File: src/hdl/crs_consts.vh
`ifndef CRS_CONSTS_VH
`define CRS_CONSTS_VH
// ----------------------------------------------------------------
// wake-up timing
// ----------------------------------------------------------------
`define CRS_CLK_HZ        50000000
`define CRS_WAKE_CYCLES   4096
`define CRS_CNT_W         13
// ----------------------------------------------------------------
// start-up fetch address and reset value
// ----------------------------------------------------------------
`define CRS_BOOT_ADDR     32'h0000_0000
`define CRS_SYNC_RST      3'h7
`endif

File: src/hdl/crs_sequencer.v
`include "crs_consts.vh"
`default_nettype none
module crs_sequencer #(
	parameter WAKE_CYCLES = `CRS_WAKE_CYCLES
) (
	input  wire        clk,
	input  wire        rst,
	input  wire        resetPinN,
	input  wire        watchdogReset,
	input  wire        powerOnDetect,
	input  wire        brownoutStage1,
	input  wire        brownoutStage2,
	input  wire        oscRunning,
	input  wire        flashInitDone,
	input  wire        powerDownExit,
	output reg         coreReset_q,
	output reg         periphReset_q,
	output reg  [31:0] bootAddr_q,
	output reg         brownoutIrq_q,
	output reg         brownoutStatus_q,
	output reg         chipResetReq_q
);
	// ----------------------------------------------------------------
	// states
	// ----------------------------------------------------------------
	localparam integer     CNT_W     = `CRS_CNT_W;
	localparam [2:0]       ST_HOLD   = 3'h1;
	localparam [2:0]       ST_WAIT   = 3'h2;
	localparam [2:0]       ST_RUN    = 3'h4;
	localparam integer     WAKE_END  = WAKE_CYCLES - 1;
	// counter width is fixed; a longer wake count needs a wider counter
	localparam [CNT_W-1:0] WAKE_LAST = WAKE_END[CNT_W-1:0];
	localparam [CNT_W-1:0] CNT_ZERO  = {CNT_W{1'h0}};

	// ----------------------------------------------------------------
	// input synchronisers
	// ----------------------------------------------------------------
	// a change counts once stages two and three agree, so a single
	// glitch never flips state; costs four edges of latency
	reg [2:0] pinSync_q;
	reg [2:0] porSync_q;
	reg [2:0] bod1Sync_q;
	reg [2:0] bod2Sync_q;
	reg       pinRel_q;
	reg       por_q;
	reg       bod1_q;
	reg       bod2_q;

	function agree;
		input [2:0] s;
		input       old;
		begin
			agree = (s[1] == s[2]) ? s[2] : old;
		end
	endfunction

	// external pin, released when high
	always @(posedge clk) begin
		if (rst) begin
			pinSync_q <= 3'h0;
			pinRel_q  <= 1'h0;
		end else begin
			pinSync_q <= {pinSync_q[1:0], resetPinN};
			pinRel_q  <= agree(pinSync_q, pinRel_q);
		end
	end

	// power-on detector, taken as asserted until the stages agree
	always @(posedge clk) begin
		if (rst) begin
			porSync_q <= `CRS_SYNC_RST;
			por_q     <= 1'h1;
		end else begin
			porSync_q <= {porSync_q[1:0], powerOnDetect};
			por_q     <= agree(porSync_q, por_q);
		end
	end

	// first brownout stage
	always @(posedge clk) begin
		if (rst) begin
			bod1Sync_q <= 3'h0;
			bod1_q     <= 1'h0;
		end else begin
			bod1Sync_q <= {bod1Sync_q[1:0], brownoutStage1};
			bod1_q     <= agree(bod1Sync_q, bod1_q);
		end
	end

	// second brownout stage
	always @(posedge clk) begin
		if (rst) begin
			bod2Sync_q <= 3'h0;
			bod2_q     <= 1'h0;
		end else begin
			bod2Sync_q <= {bod2Sync_q[1:0], brownoutStage2};
			bod2_q     <= agree(bod2Sync_q, bod2_q);
		end
	end

	// ----------------------------------------------------------------
	// reset sequencing
	// ----------------------------------------------------------------
	// watchdog and oscillator/flash come from logic on this clock
	wire anySource = ~pinRel_q | watchdogReset | por_q | bod2_q;
	wire ready     = pinRel_q & oscRunning & flashInitDone;

	reg [2:0]       state_q;
	reg [2:0]       state_d;
	reg [CNT_W-1:0] cnt_q;
	reg [CNT_W-1:0] cnt_d;

	always @* begin
		state_d = state_q;
		cnt_d   = cnt_q;
		case (state_q)
			ST_HOLD: begin
				cnt_d = CNT_ZERO;
				if (!anySource)
					state_d = ST_WAIT;
			end
			ST_WAIT: begin
				if (anySource) begin
					state_d = ST_HOLD;
				end else if (!oscRunning) begin
					cnt_d = CNT_ZERO;
				end else if (cnt_q != WAKE_LAST) begin
					cnt_d = cnt_q + {{(CNT_W-1){1'h0}}, 1'h1};
				end else if (ready) begin
					state_d = ST_RUN;
				end
			end
			ST_RUN: begin
				if (anySource)
					state_d = ST_HOLD;
				else if (powerDownExit)
					state_d = ST_WAIT;
				cnt_d = CNT_ZERO;
			end
			default: begin
				state_d = ST_HOLD;
				cnt_d   = CNT_ZERO;
			end
		endcase
	end

	// ----------------------------------------------------------------
	// state registers
	// ----------------------------------------------------------------
	always @(posedge clk) begin
		if (rst) begin
			state_q <= ST_HOLD;
			cnt_q   <= CNT_ZERO;
		end else begin
			state_q <= state_d;
			cnt_q   <= cnt_d;
		end
	end

	// ----------------------------------------------------------------
	// next output values
	// ----------------------------------------------------------------
	reg coreReset_d;
	reg periphReset_d;
	reg brownoutIrq_d;
	reg brownoutStatus_d;
	reg chipResetReq_d;

	always @* begin
		// peripherals leave reset together with the core, never earlier
		coreReset_d      = (state_d != ST_RUN);
		periphReset_d    = (state_d != ST_RUN);
		brownoutIrq_d    = bod1_q;
		brownoutStatus_d = bod1_q;
		chipResetReq_d   = anySource;
	end

	// ----------------------------------------------------------------
	// core and peripheral reset
	// ----------------------------------------------------------------
	always @(posedge clk) begin
		if (rst) begin
			coreReset_q   <= 1'h1;
			periphReset_q <= 1'h1;
		end else begin
			coreReset_q   <= coreReset_d;
			periphReset_q <= periphReset_d;
		end
	end

	// ----------------------------------------------------------------
	// fetch address
	// ----------------------------------------------------------------
	// held constant; the core only reads it as reset lets go
	always @(posedge clk) begin
		if (rst) begin
			bootAddr_q <= `CRS_BOOT_ADDR;
		end else begin
			bootAddr_q <= `CRS_BOOT_ADDR;
		end
	end

	// ----------------------------------------------------------------
	// brownout interrupt and status
	// ----------------------------------------------------------------
	// a level with no clear: it drops once the supply recovers
	always @(posedge clk) begin
		if (rst) begin
			brownoutIrq_q    <= 1'h0;
			brownoutStatus_q <= 1'h0;
		end else begin
			brownoutIrq_q    <= brownoutIrq_d;
			brownoutStatus_q <= brownoutStatus_d;
		end
	end

	// ----------------------------------------------------------------
	// reset request summary
	// ----------------------------------------------------------------
	always @(posedge clk) begin
		if (rst) begin
			chipResetReq_q <= 1'h1;
		end else begin
			chipResetReq_q <= chipResetReq_d;
		end
	end
endmodule // crs_sequencer
`default_nettype wire
File: config.mk
export PLATFORM = sky130hd
export DESIGN_NAME = crs_sequencer
export DESIGN_NICKNAME = d
export VERILOG_FILES = /design/src/hdl/crs_sequencer.v
export VERILOG_INCLUDE_DIRS = /design/src /design/src/hdl
export SDC_FILE = /design/constraint.sdc
export NUM_CORES = 1
export LEC_CHECK = 0
export BUFFER_PORTS_ARGS = -buffer_cell sky130_fd_sc_hd__buf_4
export CAP_MARGIN = 20
export CORE_MARGIN = 4
export CORE_UTILIZATION = 55
export DETAILED_ROUTE_END_ITERATION = 10
export MAX_ROUTING_LAYER = met4
export PLACE_DENSITY = 0.92
export SYNTH_ARGS = -nofsm -noshare
export SYNTH_HDL_FRONTEND = slang
export SYNTH_SLANG_ARGS = --single-unit
File: constraint.sdc
create_clock -name clk -period 3.58 [get_ports clk]
set_clock_uncertainty 0.2 [all_clocks]
set_input_delay 0.537 -clock clk [delete_from_list [all_inputs] [get_ports clk]]
set_output_delay 0.537 -clock clk [all_outputs]
set_load 0.02 [all_outputs]
==> summary.txt, run 1 <==
Outcome
  • Status: finished clean

STA
  • Fin crit period: approximately 2.2 ns
  • Rel. slew slack: 58.5%
  • Max Freq: 462 MHz
  • Pins over their slew limit: 0
  • Setup-failing EPs final: 0
  • Final hold vios: 0
  • Setup_tns: 0 ns
  • Final worst path period share: 60.4%
  • RSZ-0062 raised after global routing: no
  • Worst-Margin Slew: 0.617 ns
  • Hold slack final: 0.156 ns

Drt
  • Wire per inst: 12.1 µm
  • DR iter-0 viols: a little under 90
  • Final WL: 2.71 mm
  • First-pass iteration count of the detailed router: 4
  • DRC: 0
  • Final ANT Viol Nets: 0
  • Via count: 1184
  • Avg Vias per Cell: 5.26

Synthesis
  • Async set or reset register ratio after synthesis: 0%
  • Synth cell types: 44
  • #FFs+latches synth: 35
  • Sequential fraction of the synthesis area: 41.8%
  • Compound-Gate Fraction of Synth Area: 14.8%
  • Synth Area in Simple Gates: 24.3%
  • Syn Area/Cell: 9.37 µm²
  • Syn Inst Count: 179
  • Ys flop type: dfxtp_1
  • Xor and xnor area share after synthesis: 0.522%
  • Number of synthesized flops with an enable pin: 0
  • Synth warnings: 0
  • Mux cell area share after synthesis: 0%
  • Cell Area, Synth: 1680 µm²
  • Synth Area in Adders: 0.746%
  • Largest family of logic cells by synthesized area: simple AND/OR/NAND/NOR gates

Clock network
  • Post-CTS Hold Fix Bufs: 0
  • # clock sinks: 35
  • Clock tree buffer depth: 2
  • Postcts setup bufs: 0
  • Clock latency on the worst-skew pair: 0.35 ns
  • Post-cts resize count: 0
  • Clock Pin Slew Worst Setup and Hold Paths: 0.12 ns
  • CTS root buffer: clkbuf_4
  • Total CTS buffers: 5
  • # H-tree levels: 2
  • CTS tree: built

Floorplan
  • DIE WIDTH: 63.2 µm
  • Row cnt: 19
  • Starting density of the core: 59.3%
  • Die H: 63.2 µm
  • CORE AREA: 2830 µm²
  • Die area: 4000 µm²
  • Io pins: 47

Place
  • Inst Count DP: ~220
  • Placer's final routability congestion estimate: about 0.87
  • # port buffers: 14
  • Area after DPL: about 1700 µm²
  • Post-DP HPWL: approximately 2.0 mm

Global routing
  • First-pass GRT wire length: 4.58 mm
  • Largest net degree at the start of global routing: 21
  • GRT Total Usage: 14.9%
  • Vias in the first global route: around 1000
  • Grt ovf: 0
  • Initial antenna violation count: 0

Final layout
  • Fin nets: ~200
  • N_diodes: 0
  • Area Overhead vs Synth: 3.58%
  • # fillers: 248
  • Fin area: 1740 µm²
  • Share of layout cells above drive strength 1: about 15%
  • Non-Filler Instances: 225
  • Finished Core Util: 61.4%

Pwr
  • Maximum vdd drop: approximately 0.00037 V
  • Cell Pwr Density: 428 nW/µm²
  • Leak: 0.000650 µW

Critical path
  • R2r endpoint: cnt_q[9]
  • Setup crit end kind: flop
  • Crit path required time: 3.67 ns
  • R2r setup slk: 1.42 ns
  • RR Startpoint: bod2_q
  • R2R cell count: 4
  • Critical path launch point type: flop
  • CP Data Arrival Time: 2.25 ns
  • Setup CP Type: reg -> reg
  • CP Max Fanout: 11

Hold path
  • Worst Hold Class: in -> reg
  • Worst Hold Depth: 2
  • Hold Startpoint: powerOnDetect
  • Worst Hold End: porSync_q[0]

Flow run
  • Max cap viols: 0
[cell usage in the layout, fill, tap and decap left out, drive strengths merged, types with 2 or more instances in the layout]
| master | netlist | layout |
|---|---|---|
| nand4 | 5 | 5 |
| nand3b | 2 | 2 |
| nor2b | 10 | 10 |
| conb | 1 | 32 |
| or2 | 3 | 3 |
| a21oi | 15 | 15 |
| nor3 | 2 | 2 |
| buf | 36 | 14 |
| o31ai | 3 | 3 |
| or4 | 5 | 5 |
| dfxtp | 35 | 35 |
| inv | 3 | 4 |
| nor3b | 2 | 2 |
| nor4 | 2 | 2 |
| or3 | 2 | 2 |
| or4b | 2 | 2 |
| nand3 | 3 | 3 |
| o21ai | 12 | 12 |
| o211ai | 3 | 3 |
| clkbuf | 2 | 5 |
| nand4b | 3 | 3 |
| and3 | 2 | 2 |
| nor2 | 4 | 4 |
| nand2 | 8 | 8 |
[area by class of cell]
cell class                      count  area (µm²)  share of cell area (%)
Multi-Input combinational cell    134         796                    45.8
Clock buffer                        5        37.5                    2.16
Inverter                            3        11.3                   0.648
Sequential cell                    35         701                    40.3
Timing Repair Buffer               14         105                    6.05
Clock inverter                      3        47.5                    2.74
Tap cell                           31        38.8                    2.23
[through the flow]
step	setup slack, ns	power (µW)
final	1.42	743
after global routing	1.27	773
after CTS	1.43	753
after detailed placement	1.21	452
after global placement	1.23	451
after floorplan	1.45	469
[layer usage]
| layer | vias to the layer above | wire, µm | track usage, % |
|---|---|---|---|
| met4 | 0 | 53 | 7.28 |
| met2 | 36 | 1280 | 22.8 |
| met5 | - | 0 | - |
| met1 | 534 | 1210 | 17.6 |
| met3 | 5 | 173 | 4.97 |
| li1 | 609 | - | - |
[sequential cells by signal (all words and copies together), names as in the netlist, 3 cells and up]
name / cells
porSync_q: 3
pinSync_q: 3
bod1Sync_q: 3
cnt_q: 13
state_q: 3
bod2Sync_q: 3
[worst max-delay path: stages (launching register included)]
cell and delay, ns:
dfxtp_1 0.37, nor4b_4 0.57, nand3_1 0.28, or4_1 0.53
a21oi_1 0.15
[cells in the mapped netlist (2+ instances only)]
| cell type | count | area (µm²) |
|---|---|---|
| a21oi_1 | 15 | 75.1 |
| and3_1 | 2 | 12.5 |
| buf_4 | 34 | 255 |
| buf_6 | 2 | 22.5 |
| clkbuf_1 | 2 | 7.51 |
| dfxtp_1 | 35 | 701 |
| inv_1 | 3 | 11.3 |
| nand2_1 | 8 | 30.0 |
| nand3_1 | 2 | 10.0 |
| nand3b_1 | 2 | 15.0 |
| nand4_1 | 4 | 25.0 |
| nand4b_1 | 3 | 26.3 |
| nor2_1 | 4 | 15.0 |
| nor2b_1 | 10 | 62.6 |
| nor3_1 | 2 | 10.0 |
| nor3b_1 | 2 | 15.0 |
| o211ai_1 | 3 | 22.5 |
| o21ai_0 | 12 | 60.1 |
| o31ai_1 | 3 | 22.5 |
| or2_1 | 2 | 12.5 |
| or3_1 | 2 | 12.5 |
| or4_1 | 5 | 37.5 |
[where the power goes]
| part | internal (µW) | leakage [µW] | switching, µW |
|---|---|---|---|
| clock network | 150 | 0.0000458 | 149 |
| registers | 395 | 0.000284 | 2.06 |
| logic | 9.90 | 0.000320 | 36.9 |
| total | 555 | 0.000650 | 188 |
[kinds of logic (layout without fill, tap and decap cells)]
| kind of cell | Yosys count | count (layout) |
|---|---|---|
| adders and majority gates | 1 | 1 |
| other | 1 | 32 |
| buffers and inverters | 41 | 25 |
| AOI/OAI and AO/OA | 41 | 41 |
| DFF | 35 | 35 |
| and+or+nand+nor | 59 | 59 |
| xor gates and xnor gates | 1 | 1 |
[worst max path at each step]
stage                  start  endpoint  slack (ns)  depth (start not counted)
2_1_floorplan            rst  cnt_q[4]        1.45                          5
3_3_place_gp             rst  cnt_q[8]        1.23                          5
3_5_place_dp   watchdogReset  cnt_q[9]        1.21                          5
4_1_cts               bod2_q  cnt_q[9]        1.43                          4
5_1_grt                por_q  cnt_q[9]        1.27                          4
6_report              bod2_q  cnt_q[9]        1.42                          4
Power figures use the tool's default switching activity.
==> run 2, diff against run 1 <==
CORE_UTILIZATION = 51   (was 55)
PLACE_DENSITY = 0.86   (was 0.92)
clock period = 2.15 ns   (was 3.58 ns; I/O delays follow)
==> run 2 against run 1 <==
  * Sequential power increased by 66%
  * Total power increased by 66%
  * Critical path depth unchanged
  * Clock power increased by 62%
  * Hold slack got worse by 0.083 ns
  * Global-route usage decreased by 1.0 points
  * Non-clock buffer count increased by 9
  * Maximum frequency increased by 4.0%
  * Cell area increased by 5.4%
  * Largest cell class unchanged
==> summary.txt, run 2 (same netlist as run 1, synthesis figures left out) <==
Place
  • Post-DP HPWL: 1.99 mm (+0.37%)
  • # port buffers: 14 (unchanged)
  • Placer's final routability congestion estimate: 0.814 (-6.1%)

Flow run
  • Max cap viols: 0 (unchanged)

Critical path
  • R2r setup slk: 0.07 ns (-1.35 ns)
  • CP Data Arrival Time: 2.17 ns (-0.08 ns)
  • CP Max Fanout: 7 (-4)
  • Setup CP Type: reg -> reg
  • Critical path launch point type: flop
  • R2R cell count: 4 (unchanged)
  • Crit path required time: 2.24 ns (-1.43 ns)
  • Setup crit end kind: flop

Clock network
  • Clock Pin Slew Worst Setup and Hold Paths: 0.11 ns (about the same)
  • # clock sinks: 35 (unchanged)
  • Post-CTS Hold Fix Bufs: 4 (+4)
  • Postcts setup bufs: 0 (unchanged)
  • Post-cts resize count: 0 (unchanged)
  • Total CTS buffers: 5 (unchanged)
  • Clock tree buffer depth: 2 (unchanged)
  • # H-tree levels: 2 (unchanged)
  • Clock latency on the worst-skew pair: 0.33 ns (-0.02 ns)
  • CTS root buffer: clkbuf_4
  • CTS tree: built

Final layout
  • Area Overhead vs Synth: 9.18%
  • Fin nets: 213 (+4.4%)
  • Max FFs per register: 13 (unchanged)
  • Largest reg by FF count: cnt_q
  • Share of layout cells above drive strength 1: 17.2% (+1.8 points)
  • N_diodes: 0 (unchanged)
  • # fillers: 276 (+11%)
  • Most frequent cells in the layout: dfxtp_1, conb_1, buf_4
  • Commonest non-fill, non-tap cell in the layout: dfxtp_1

STA
  • Setup-failing EPs final: 0 (unchanged)
  • Pins over their slew limit: 0 (unchanged)
  • Final worst path period share: 96.7% (+36 points)
  • Fin crit period: 2.08 ns (-0.0833 ns)
  • RSZ-0062 raised after global routing: no
  • Final hold vios: 0 (unchanged)
  • Max Freq: 481 MHz (+4.0%)
  • Setup_tns: 0 ns (unchanged)

Drt
  • Wire per inst: 11.5 µm (-4.4%)
  • DRC: 0 (unchanged)
  • Final ANT Viol Nets: 0 (unchanged)
  • DR iter-0 viols: 74 (-15%)
  • Avg Vias per Cell: 5.01 (-4.8%)
  • First-pass iteration count of the detailed router: 4 (unchanged)
  • Via count: 1237 (+4.5%)
  • Final WL: 2.85 mm (+4.9%)

Global routing
  • Vias in the first global route: 1065 (+3.5%)
  • GRT Total Usage: 13.9% (-1.0 points)
  • First-pass GRT wire length: 4.49 mm (-2.1%)
  • Grt ovf: 0 (unchanged)
  • Largest net degree at the start of global routing: 20 (-4.8%)
  • Initial antenna violation count: 0 (unchanged)

Hold path
  • Worst Hold Depth: 3 (+1)
  • Worst Hold Class: in -> reg

Floorplan
  • Starting density of the core: 54.0% (-5.2 points)
  • CORE AREA: 3100 µm² (+9.7%)
  • DIE WIDTH: 65.3 µm (+3.4%)
  • Io pins: 47 (unchanged)
  • Row cnt: 20 (+1)
  • Die H: 65.3 µm (+3.4%)
  • Die area: 4270 µm² (+6.8%)

Pwr
  • Final Total Pwr: 1230 µW (+66%)
  • Leak: 0.000692 µW (+6.5%)
  • Maximum vdd drop: 0.000558 V (+52%)
  • Cell Pwr Density: 673 nW/µm² (+57%)

Outcome
  • Status: finished clean
==> run 2: metrics by stage <==
step           worst slack, ns  util (%)  std cells  instance area, µm²  hold WS, ns
3_3_place_gp             0.122      55.0        235                1710        0.195
6_report                0.0708      59.0        247                1830       0.0729
4_1_cts                 0.0629      59.0        247                1830       0.0645
5_1_grt               0.000265      59.0        247                1830       0.0675
2_1_floorplan            0.160         -        210                1790        0.183
3_5_place_dp             0.112      55.0        235                1710        0.196
==> run 2: worst max-delay path: stages (launching register included) <==
cell and delay (ns):
dfxtp_1 0.47, or4b_4 0.52, a21o_1 0.25, or4_1 0.51, nand2_1 0.08
==> run 2: power breakdown <==
| group | leakage, µW | internal [µW] | total [µW] | switching (µW) |
|---|---|---|---|---|
| clock network | 0.0000458 | 251 | 485 | 235 |
| logic | 0.000362 | 22.4 | 86.1 | 63.8 |
| registers | 0.000284 | 657 | 661 | 3.35 |
| total | 0.000692 | 930 | 1230 | 302 |
==> run 2: layout make-up <==
cell class	count	area [µm²]	area share (%)
multi-input cells	134	796	43.5
flip-flops and latches	35	701	38.3
repair buffers	23	183	9.98
well taps	44	55.1	3.01
clock inverters	3	47.5	2.60
clock buffers	5	37.5	2.05
inverters	3	11.3	0.615
==> run 2: per-layer routing <==
| layer | GRT usage [%] | wire length [µm] | vias up |
|---|---|---|---|
| met4 | 3.89 | 21 | 0 |
| met1 | 15.8 | 1280 | 577 |
| li1 | - | - | 626 |
| met5 | - | 0 | - |
| met2 | 22.5 | 1400 | 29 |
| met3 | 5.81 | 149 | 5 |
==> run 2: final timing paths <==
check / startpoint / to
worst min register to register: porSync_q[0] / porSync_q[1]
worst max-delay path: state_q[1] / cnt_q[8]
worst min-delay path: rst / cnt_q[3]
worst max register to register: state_q[1] / cnt_q[8]
